`config.mk`:
```
export PLATFORM = sky130hd
export DESIGN_NAME = cwl_write_lock
export DESIGN_NICKNAME = d
export VERILOG_FILES = /design/src/shared/cwl_pkg.sv /design/src/cwl_write_lock.sv
export SDC_FILE = /design/constraint.sdc
export NUM_CORES = 1
export LEC_CHECK = 0
export BUFFER_PORTS_ARGS = -buffer_cell sky130_fd_sc_hd__clkbuf_2
export CELL_PAD_IN_SITES_DETAIL_PLACEMENT = 1
export CELL_PAD_IN_SITES_GLOBAL_PLACEMENT = 1
export CORE_UTILIZATION = 37
export DETAILED_ROUTE_END_ITERATION = 8
export GPL_TIMING_DRIVEN = 0
export HOLD_SLACK_MARGIN = 0.12
export PLACE_DENSITY = 0.92
export SYNTH_ARGS = -nofsm -noshare
export SYNTH_HDL_FRONTEND = slang
export SYNTH_SLANG_ARGS = --single-unit
```
`constraint.sdc`:
```
create_clock -name mclk -period 2.8 [get_ports mclk]
set_clock_uncertainty 0.1 [all_clocks]
set_input_delay 0.14 -clock mclk [delete_from_list [all_inputs] [get_ports mclk]]
set_output_delay 0.14 -clock mclk [all_outputs]
set_load 0.01 [all_outputs]
```
`src/shared/cwl_pkg.sv`:
```
package cwl_pkg;

    // ------------------------------------------------------------
    // register map
    // ------------------------------------------------------------
    localparam logic [31:0] CWL_KEY_ADDR        = 32'h101c0070;
    localparam logic [31:0] CWL_STATUS_ADDR     = 32'h101c0074;
    localparam logic [31:0] CWL_CTRL_LO_ADDR    = 32'h101c0004;
    localparam logic [31:0] CWL_CTRL_HI_ADDR    = 32'h101c0038;
    localparam logic [31:0] CWL_PADMUX_LO_ADDR  = 32'h101c0a00;
    localparam logic [31:0] CWL_PADMUX_HI_ADDR  = 32'h101c0a5c;
    localparam logic [31:0] CWL_HOST_PAD_ADDR   = 32'h101c0c40;

    // ------------------------------------------------------------
    // fields and reset values
    // ------------------------------------------------------------
    localparam int          CWL_KEY_W           = 16;
    localparam logic [15:0] CWL_KEY_RESET       = 16'h0000;
    localparam int          CWL_NUM_LOCKS       = 3;
    localparam logic [1:0]  CWL_MASTER_CORE     = 2'h0;
    localparam logic [1:0]  CWL_MASTER_AUX      = 2'h1;
    localparam logic [1:0]  CWL_MASTER_OTHER    = 2'h2;

    // ------------------------------------------------------------
    // per-master lock state
    // ------------------------------------------------------------
    typedef enum logic [1:0] {
        CWL_LOCKED,
        CWL_KEY_SEEN,
        CWL_UNLOCKED
    } cwl_lock_t;

endpackage : cwl_pkg

```
`src/cwl_write_lock.sv`:
```
// Notes on behaviour
// - protected writes pass downstream only when the issuing master holds a valid key.
// - any access to a protected area invalidates that master's key.
// - core, auxiliary and other masters each keep an independent lock state.
// - key register 16-bit read/write, reset zero, upper sixteen bits read zero.
// - protected set: control block, 24 pad-matrix configs, host pad config.
`timescale 1ns/1ps
`default_nettype none

module cwl_write_lock
    import cwl_pkg::*;
(
    // clock and reset
    input  wire logic              mclk,
    input  wire logic              srst,
    // register port
    input  wire logic [31:0]       addr,
    input  wire logic [31:0]       wdata,
    input  wire logic              wr,
    input  wire logic              rd,
    input  wire logic [1:0]        master_id,
    output logic      [31:0]       rdata,
    // guarded write towards protected registers
    output logic                   prot_wr,
    output logic      [31:0]       prot_addr,
    output logic      [31:0]       prot_wdata,
    output logic                   prot_blocked,
    // lock state per master
    output logic      [2:0]        unlocked
);

    // ------------------------------------------------------------
    // state
    // ------------------------------------------------------------
    typedef struct packed {
        logic [15:0]   key;
        cwl_lock_t [2:0] lock;
        logic [31:0]   rdata;
        logic          prot_wr;
        logic [31:0]   prot_addr;
        logic [31:0]   prot_wdata;
        logic          prot_blocked;
        logic [2:0]    unlocked;
    } cwl_state_t;

    cwl_state_t st;
    cwl_state_t next_st;

    // ------------------------------------------------------------
    // address decode
    // ------------------------------------------------------------
    logic       in_ctrl;
    logic       in_padmux;
    logic       in_host;
    logic       in_prot;
    logic       key_hit;
    logic       status_hit;
    logic       key_match;

    always_comb begin
        // whole control block, gaps included, word aligned
        in_ctrl    = (addr >= CWL_CTRL_LO_ADDR)
                  && (addr <= CWL_CTRL_HI_ADDR)
                  && (addr[1:0] == 2'h0);
        // the twenty-four pad-matrix configuration words
        in_padmux  = (addr >= CWL_PADMUX_LO_ADDR)
                  && (addr <= CWL_PADMUX_HI_ADDR)
                  && (addr[1:0] == 2'h0);
        in_host    = (addr == CWL_HOST_PAD_ADDR);
        in_prot    = in_ctrl || in_padmux || in_host;
        key_hit    = (addr == CWL_KEY_ADDR);
        status_hit = (addr == CWL_STATUS_ADDR);
        key_match  = (wdata[CWL_KEY_W-1:0] == st.key);
    end

    // ------------------------------------------------------------
    // master select
    // ------------------------------------------------------------
    logic [1:0] inst;

    always_comb begin
        // anything not core or aux shares the third lock
        inst = (master_id == CWL_MASTER_CORE) ? CWL_MASTER_CORE :
               (master_id == CWL_MASTER_AUX)  ? CWL_MASTER_AUX  :
                                                CWL_MASTER_OTHER;
    end

    // ------------------------------------------------------------
    // lock instances
    // ------------------------------------------------------------
    logic      sel           [CWL_NUM_LOCKS];
    logic      ev_key_rd     [CWL_NUM_LOCKS];
    logic      ev_key_wr_ok  [CWL_NUM_LOCKS];
    logic      ev_key_wr_bad [CWL_NUM_LOCKS];
    logic      ev_prot       [CWL_NUM_LOCKS];
    logic      lock_open     [CWL_NUM_LOCKS];
    cwl_lock_t lock_upd      [CWL_NUM_LOCKS];

    // ------------------------------------------------------------
    // access classes
    // ------------------------------------------------------------
    logic       key_rd;
    logic       key_wr;
    logic       status_rd;
    logic       prot_access;
    logic       prot_wr_req;
    logic       grant;

    always_comb begin
        key_rd      = rd && key_hit;
        key_wr      = wr && key_hit;
        status_rd   = rd && status_hit;
        prot_access = (rd || wr) && in_prot;
        prot_wr_req = wr && in_prot;
        grant       = prot_wr_req && lock_open[inst];
    end

    for (genvar g = 0; g < CWL_NUM_LOCKS; g++) begin : g_lock
        // each lock only sees the accesses of its own masters
        assign sel[g]           = (inst == 2'(g));

        // a key read arms this lock
        assign ev_key_rd[g]     = sel[g] && key_rd;

        // the key written back unchanged after a read opens it
        assign ev_key_wr_ok[g]  = sel[g] && key_wr && key_match
                               && (st.lock[g] == CWL_KEY_SEEN);

        // any other key write closes it again
        assign ev_key_wr_bad[g] = sel[g] && key_wr && !ev_key_wr_ok[g];

        // any access to a protected word uses up the key
        assign ev_prot[g]       = sel[g] && prot_access;

        assign lock_open[g]     = (st.lock[g] == CWL_UNLOCKED);

        assign lock_upd[g]      = ev_key_wr_ok[g]  ? CWL_UNLOCKED :
                                  ev_key_wr_bad[g] ? CWL_LOCKED   :
                                  ev_prot[g]       ? CWL_LOCKED   :
                                  ev_key_rd[g]     ? CWL_KEY_SEEN :
                                                     st.lock[g];
    end : g_lock

    // ------------------------------------------------------------
    // next state
    // ------------------------------------------------------------
    always_comb begin
        next_st              = st;
        next_st.rdata        = 32'h0000_0000;
        next_st.prot_wr      = 1'b0;
        next_st.prot_blocked = 1'b0;

        // ------------------------------------------------------------
        // read data, one cycle only
        // ------------------------------------------------------------
        if (key_rd) begin
            next_st.rdata = {16'h0000, st.key};
        end else if (status_rd) begin
            next_st.rdata = {29'h0000_0000, st.unlocked};
        end

        // ------------------------------------------------------------
        // key storage, upper half ignored
        // ------------------------------------------------------------
        if (key_wr) begin
            next_st.key = wdata[CWL_KEY_W-1:0];
        end

        // ------------------------------------------------------------
        // guarded write, out only with an open lock
        // ------------------------------------------------------------
        if (prot_wr_req) begin
            next_st.prot_addr  = addr;
            next_st.prot_wdata = wdata;
            if (grant) begin
                next_st.prot_wr = 1'b1;
            end else begin
                next_st.prot_blocked = 1'b1;
            end
        end

        // ------------------------------------------------------------
        // lock state
        // ------------------------------------------------------------
        for (int i = 0; i < CWL_NUM_LOCKS; i++) begin
            next_st.lock[i]     = lock_upd[i];
            next_st.unlocked[i] = (lock_upd[i] == CWL_UNLOCKED);
        end
    end

    // ------------------------------------------------------------
    // registers
    // ------------------------------------------------------------
    always_ff @(posedge mclk) begin
        if (srst) begin
            st.key          <= CWL_KEY_RESET;
            for (int i = 0; i < CWL_NUM_LOCKS; i++) begin
                st.lock[i] <= CWL_LOCKED;
            end
            st.rdata        <= 32'h0000_0000;
            st.prot_wr      <= 1'b0;
            st.prot_addr    <= 32'h0000_0000;
            st.prot_wdata   <= 32'h0000_0000;
            st.prot_blocked <= 1'b0;
            st.unlocked     <= 3'h0;
        end else begin
            st <= next_st;
        end
    end

    // ------------------------------------------------------------
    // outputs
    // ------------------------------------------------------------
    assign rdata        = st.rdata;
    assign prot_wr      = st.prot_wr;
    assign prot_addr    = st.prot_addr;
    assign prot_wdata   = st.prot_wdata;
    assign prot_blocked = st.prot_blocked;
    assign unlocked     = st.unlocked;

endmodule : cwl_write_lock

`default_nettype wire

```
==> metrics, run 1 <==
Final ANT Viol Nets 0; Starting Density 38.22%; post-synth cell types 50; post-CTS setup buffer count 0; drt drc 0; CTS tree yes; reg2reg path depth 6; EDFF count, synth 0; pre-CTS setup slack -0.04186 ns; first-pass GRT wire length 21290 um; initial antenna violation count 0; top post-synthesis cells by area dfxtp_1 44%, buf_4 15%, mux2i_1 12%; largest net degree at the start of global routing 18; clk sink count 107; Max Freq 376.0 MHz; DR vias 4067; startpoint of the worst hold path wr; Final setup violation count 0; via/cell ratio 4.580; Antenna diodes 0; CP cell instances dlygate4sd3_1 > clkbuf_2 > or3_1 > nor4_1 > nand2_1 > a31oi_2 > buf_6 > buf_8 > mux2i_1 > nor2_1; RSZ-0062 raised after global routing no; Max transition margin 48.21%; Detail Placement HPWL 9945 um; Worst Setup SP addr[4]; H-Tree Depth 3; outcome finished, final reports clean; die width 116.6 um; slowest cell on the critical path dlygate4sd3_1; IO Pins 171; max-cap viol count 0; total die area 13600 sq um; area of the multi-input gates 1878 sq um; row cnt 41; Port-buffer cells 151; register area 2142 sq um; total track usage 20.71%; Power Dens Cells 459.1 nW/um^2; Die H 116.6 um; data required time of the worst path 2.92 ns; Min-Delay Path Depth 4; Max stage delay on crit path 0.56 ns; Reg-to-Reg Start st[107]$_SDFFE_PP0P_; Synth Instances 496; core area 12720 sq um; Cell Area, Synth 4862 sq um; async set-reset flop share out of synthesis 0%; clock buffer count from CTS 9; sequential area share after synthesis 44.06%; buffer levels on the longest clock path 2; crit start category input port; share of the synthesized area in the top cell type 44.06%; Worst-path clk slew 0.07 ns; leakage power 3.024 nW; fill count 1497; Final Max Slew Viols 0; Root Driver clkbuf_16; TritonRoute pass-1 iters 4; Worst EP arrival 2.78 ns; GPL Wtd Cong 0.7706; crit path time final 2.660 ns; cell taking the most area after synthesis dfxtp_1; worst vdd ir 0.3441 mV; final core occ 51.77%; worst-margin pin slew 0.7697 ns; gr ovfl total 0; Placed Instance Area 5889 sq um; Fin. Hold Viols 0; worst min path class in2reg; Post-Route WL 13750 um; Tcrit/Tclk final 94.99%; layout cells sized above 1 39.80%; Post-synth top flop dfxtp_1; nets 782; Yosys reg bits 107; Finished Cell Area 6586 sq um; critical path endpoint category register; wire per inst 15.48 um; final critical-path setup slack 0.1402 ns; DR iter-0 viols 131; clk_lat worst skew 0.35 ns; synth warn 0; Layout area overhead 35.46%; worst-path fanout max 10; CP Class in2reg; vias in the first global route 4342; Mean Syn Cell Area 9.803 sq um; final setup TNS 0 ns
-- report_power, final --
group | switching (mW) | internal (mW)
logic | 0.107 | 0.106
clock network | 0.572 | 0.718
registers | 0.00000000131 | 1.52
total | 0.679 | 2.35
-- cell usage in the layout (no fill, tap or decap), types with 6 or more instances in the layout --
cell and n:
a21oi_1 6, and2_1 34, buf_4 100, clkbuf_1 13
clkbuf_16 9, clkbuf_2 151, conb_1 16, dfxtp_1 107
dlygate4sd3_1 39, mux2i_1 56, nor2_1 73, nor2b_1 8
nor4_1 8, xnor2_1 8, xor2_1 8
-- cell families (layout without fill, tap and decap cells) --
kind of cell | count (synthesis) | count (layout) | share of synthesized area (%)
AOI/OAI and AO/OA | 27 | 27 | 4.066
xor gates and xnor gates | 16 | 16 | 2.882
buffers and inverters | 123 | 328 | 18.61
DFF | 107 | 107 | 44.06
muxes | 56 | 56 | 11.53
other | 1 | 16 | 0.07713
and+or+nand+nor | 166 | 166 | 18.79
-- through the flow --
stage / power [mW] / hold slack (ns) / cells
after floorplan: 1.634 / 0.1872 / 511
after global placement: 1.713 / 0.2752 / 834
after detailed placement: 1.721 / 0.2923 / 834
after CTS: 3.048 / 0.1566 / 888
after global routing: 3.140 / 0.1869 / 888
final: 3.024 / 0.1715 / 888
-- repair_timing --
action | in CTS | in global routing
resized for setup | 0 | 1
hold buffers | 39 | 0
endpoints found under the hold margin | 55 | 0
endpoints found under the setup margin | 0 | 34
-- cells in the mapped netlist, drive strengths merged (2+ instances only) --
cell type / n
buf: 107
a311oi: 2
mux2i: 56
nor3b: 2
xor2: 8
nand4: 6
a31oi: 5
clkbuf: 13
o21ai: 3
nor4b: 3
nand4b: 2
nor4bb: 2
nand2: 4
and4: 4
nor3: 4
nor2: 73
or3: 4
nand3: 4
nor4: 10
and2: 34
xnor2: 8
dfxtp: 107
nor2b: 8
and3: 2
a22o: 3
a21oi: 6
inv: 3
-- routing by layer --
metal	up-vias	track usage (%)	routed length [um]
li1	1979	-	-
met1	1956	22.12	5459
met2	109	39.80	7512
met3	23	4.411	511
met4	0	7.426	266
met5	-	0	0
-- final cells by class --
class / count / area share [%]
buffer: 120 / 13.56
clock buffer: 10 / 3.628
clock inverter: 5 / 0.9309
inverter: 3 / 0.1710
multi-input combinational: 281 / 28.51
sequential: 107 / 32.52
tap: 172 / 3.267
timing repair buffer: 190 / 17.40
-- registers in the layout (all words and copies together), names as in the netlist --
| register | count |
|---|---|
| prot_wdata | 32 |
| prot_wr | 1 |
| prot_addr | 32 |
| st | 22 |
| prot_blocked | 1 |
| unlocked | 3 |
| rdata | 16 |
-- critical path, delay by kind of cell --
family                 cells  cell delay [ns]
buffers and inverters      4             1.15
AO/OA/AOI/OAI              1             0.25
AND/OR/NAND/NOR            4             0.99
multiplexers               1             0.24
-- path summary, 6_finish.rpt --
| check | endpoint | slack [ns] |
|---|---|---|
| setup reg to reg | unlocked[1]$_SDFF_PP0_ | 0.80 |
| setup / recovery | prot_wdata[19]$_SDFFE_PP0P_ | 0.14 |
| hold reg to reg | prot_addr[21]$_SDFFE_PP0P_ | 0.36 |
| hold / removal | st[104]$_SDFF_PP0_ | 0.17 |
No activity file was read; power rests on OpenSTA's default activity.
==> run 2, diff against run 1 <==
RECOVER_POWER = 100   (was default)
==> run 2 against run 1 <==
Maximum frequency up 0.98%. Combinational power about the same. Non-clock buffer count unchanged. Register-to-register slack about the same. First-iteration DRC count down 13%. Wire length up 0.21%. Clock-buffer cell count unchanged. Critical endpoint unchanged.
==> metrics, run 2 (synthesized netlist as in run 1, its figures left out) <==
vias in the first global route 4342; DR vias 4063; most common cell after layout, fill and taps aside dfxtp_1; core area 12720 sq um; Gate power share 7.1%; crit path time final 2.634 ns; Placed Instance Area 5889 sq um; via/cell ratio 4.575; Antenna diodes 0; Starting Density 38.22%; outcome finished, final reports clean; TritonRoute pass-1 iters 4; Max Freq 379.7 MHz; first-pass GRT wire length 21290 um; drt drc 0; Root Driver clkbuf_16; Power Total 3.027 mW; post-CTS setup buffer count 0; non-filler cells, final 888; CTS tree yes; IO Pins 171; CP Class in2reg; clock buffer count from CTS 9; fill count 1541; most frequent cells in the layout 107 x dfxtp_1, 100 x buf_4, 99 x clkbuf_1; layout cells sized above 1 27.51%; register area 2142 sq um; Port-buffer cells 151; Final ANT Viol Nets 0; critical path endpoint category register; die width 116.6 um; RSZ-0062 raised after global routing no; data required time of the worst path 2.92 ns; Detail Placement HPWL 9945 um; clk_lat worst skew 0.35 ns; final setup TNS 0 ns; Max Used Layer met4; H-Tree Depth 3; Final Max Slew Viols 0; WL met1 5484 um; sequential share of power 50.2%; Worst-path clk slew 0.07 ns; row cnt 41; buffer levels on the longest clock path 2; Sw Ratio 22.52%; Die H 116.6 um; WL met2 7501 um; nets 782; wire per inst 15.52 um; worst min path class in2reg; worst vdd ir 0.3443 mV; largest registers prot_addr: 32 flops, prot_wdata: 32 flops, st: 22 flops; Final setup violation count 0; routed length on met3 529 um; total die area 13600 sq um; worst-path fanout max 10; WHS 0.1739 ns; Max transition margin 49.09%; Net Sw Power 0.6817 mW; Clock Power Share 42.7%; Pint 2.345 mW; DR iter-0 viols 114; clk sink count 107; total track usage 20.71%; area of the multi-input gates 1871 sq um; Power Dens Cells 467.7 nW/um^2; Fin. Hold Viols 0; max-cap viol count 0; Layout area overhead 33.09%; Finished Cell Area 6471 sq um; Tcrit/Tclk final 94.07%; GPL Wtd Cong 0.7706; crit start category input port; worst-margin pin slew 0.7566 ns; initial antenna violation count 0; Post-Route WL 13780 um; Worst EP arrival 2.75 ns; Placed Instances 834; largest net degree at the start of global routing 18; leakage power 2.701 nW; gr ovfl total 0
run 2: changes by cell type in the layout (fill, tap and decap cells not counted):
cell | before | now
and4_4 | 1 | 0
nor3b_1 | 1 | 2
and2_1 | 34 | 14
buf_2 | 1 | 0
clkbuf_2 | 151 | 66
and4_1 | 3 | 4
nor3b_2 | 1 | 0
clkbuf_1 | 13 | 99
and2_0 | 0 | 20
run 2: cell type report:
| class | instances | share of cell area (%) |
|---|---|---|
| sequential | 107 | 33.10 |
| multi-input combinational | 281 | 28.91 |
| timing repair buffer | 190 | 16.07 |
| buffer | 120 | 13.79 |
| clock buffer | 10 | 3.693 |
| tap | 172 | 3.326 |
| clock inverter | 5 | 0.9474 |
| inverter | 3 | 0.1740 |
run 2: metrics by stage:
step | util, % | setup slack, ns
floorplan | - | 0.4577
global placement | 46.29 | 0.1232
detailed placement | 46.29 | -0.04186
CTS | 51.72 | 0.09639
global route | 50.87 | 0.02971
finish | 50.87 | 0.1660
run 2: power by group through the flow:
stage               combinational, mW  sequential [mW]  clock [mW]
floorplan                      0.0778             1.56           0
global placement                0.157             1.56           0
detailed placement              0.165             1.56           0
CTS                             0.209             1.52        1.32
global route                    0.231             1.52        1.39
finish                          0.213             1.52        1.29
run 2: layer usage:
layer  track usage, %  vias to the layer above
met5                0                        -
met1            22.12                     1952
met4            7.426                        0
met2            39.80                      110
li1                 -                     1978
met3            4.411                       23
run 2: path summary, 6_finish.rpt:
check | depth (start not counted) | from | slack, ns | to
max | 10 | addr[4] | 0.17 | prot_wdata[19]$_SDFFE_PP0P_
min | 3 | addr[2] | 0.17 | prot_addr[2]$_SDFFE_PP0P_
max reg2reg | 6 | st[107]$_SDFFE_PP0P_ | 0.79 | unlocked[1]$_SDFF_PP0_
min reg2reg | 1 | prot_addr[21]$_SDFFE_PP0P_ | 0.36 | prot_addr[21]$_SDFFE_PP0P_
run 2: critical path: stages:
cell           delay [ns]
dlygate4sd3_1        0.56
clkbuf_2             0.17
or3_1                0.40
nor4_1               0.37
nand2_1              0.13
a31oi_2              0.25
buf_6                0.23
buf_8                0.18
mux2i_1              0.24
nor2_1               0.07
run 2: timing repair:
action                                  4_1_cts  5_1_grt
endpoints found under the hold margin        55        0
endpoints found under the setup margin        0       34
gates resized for setup                       0        1
hold buffers                                 39        0
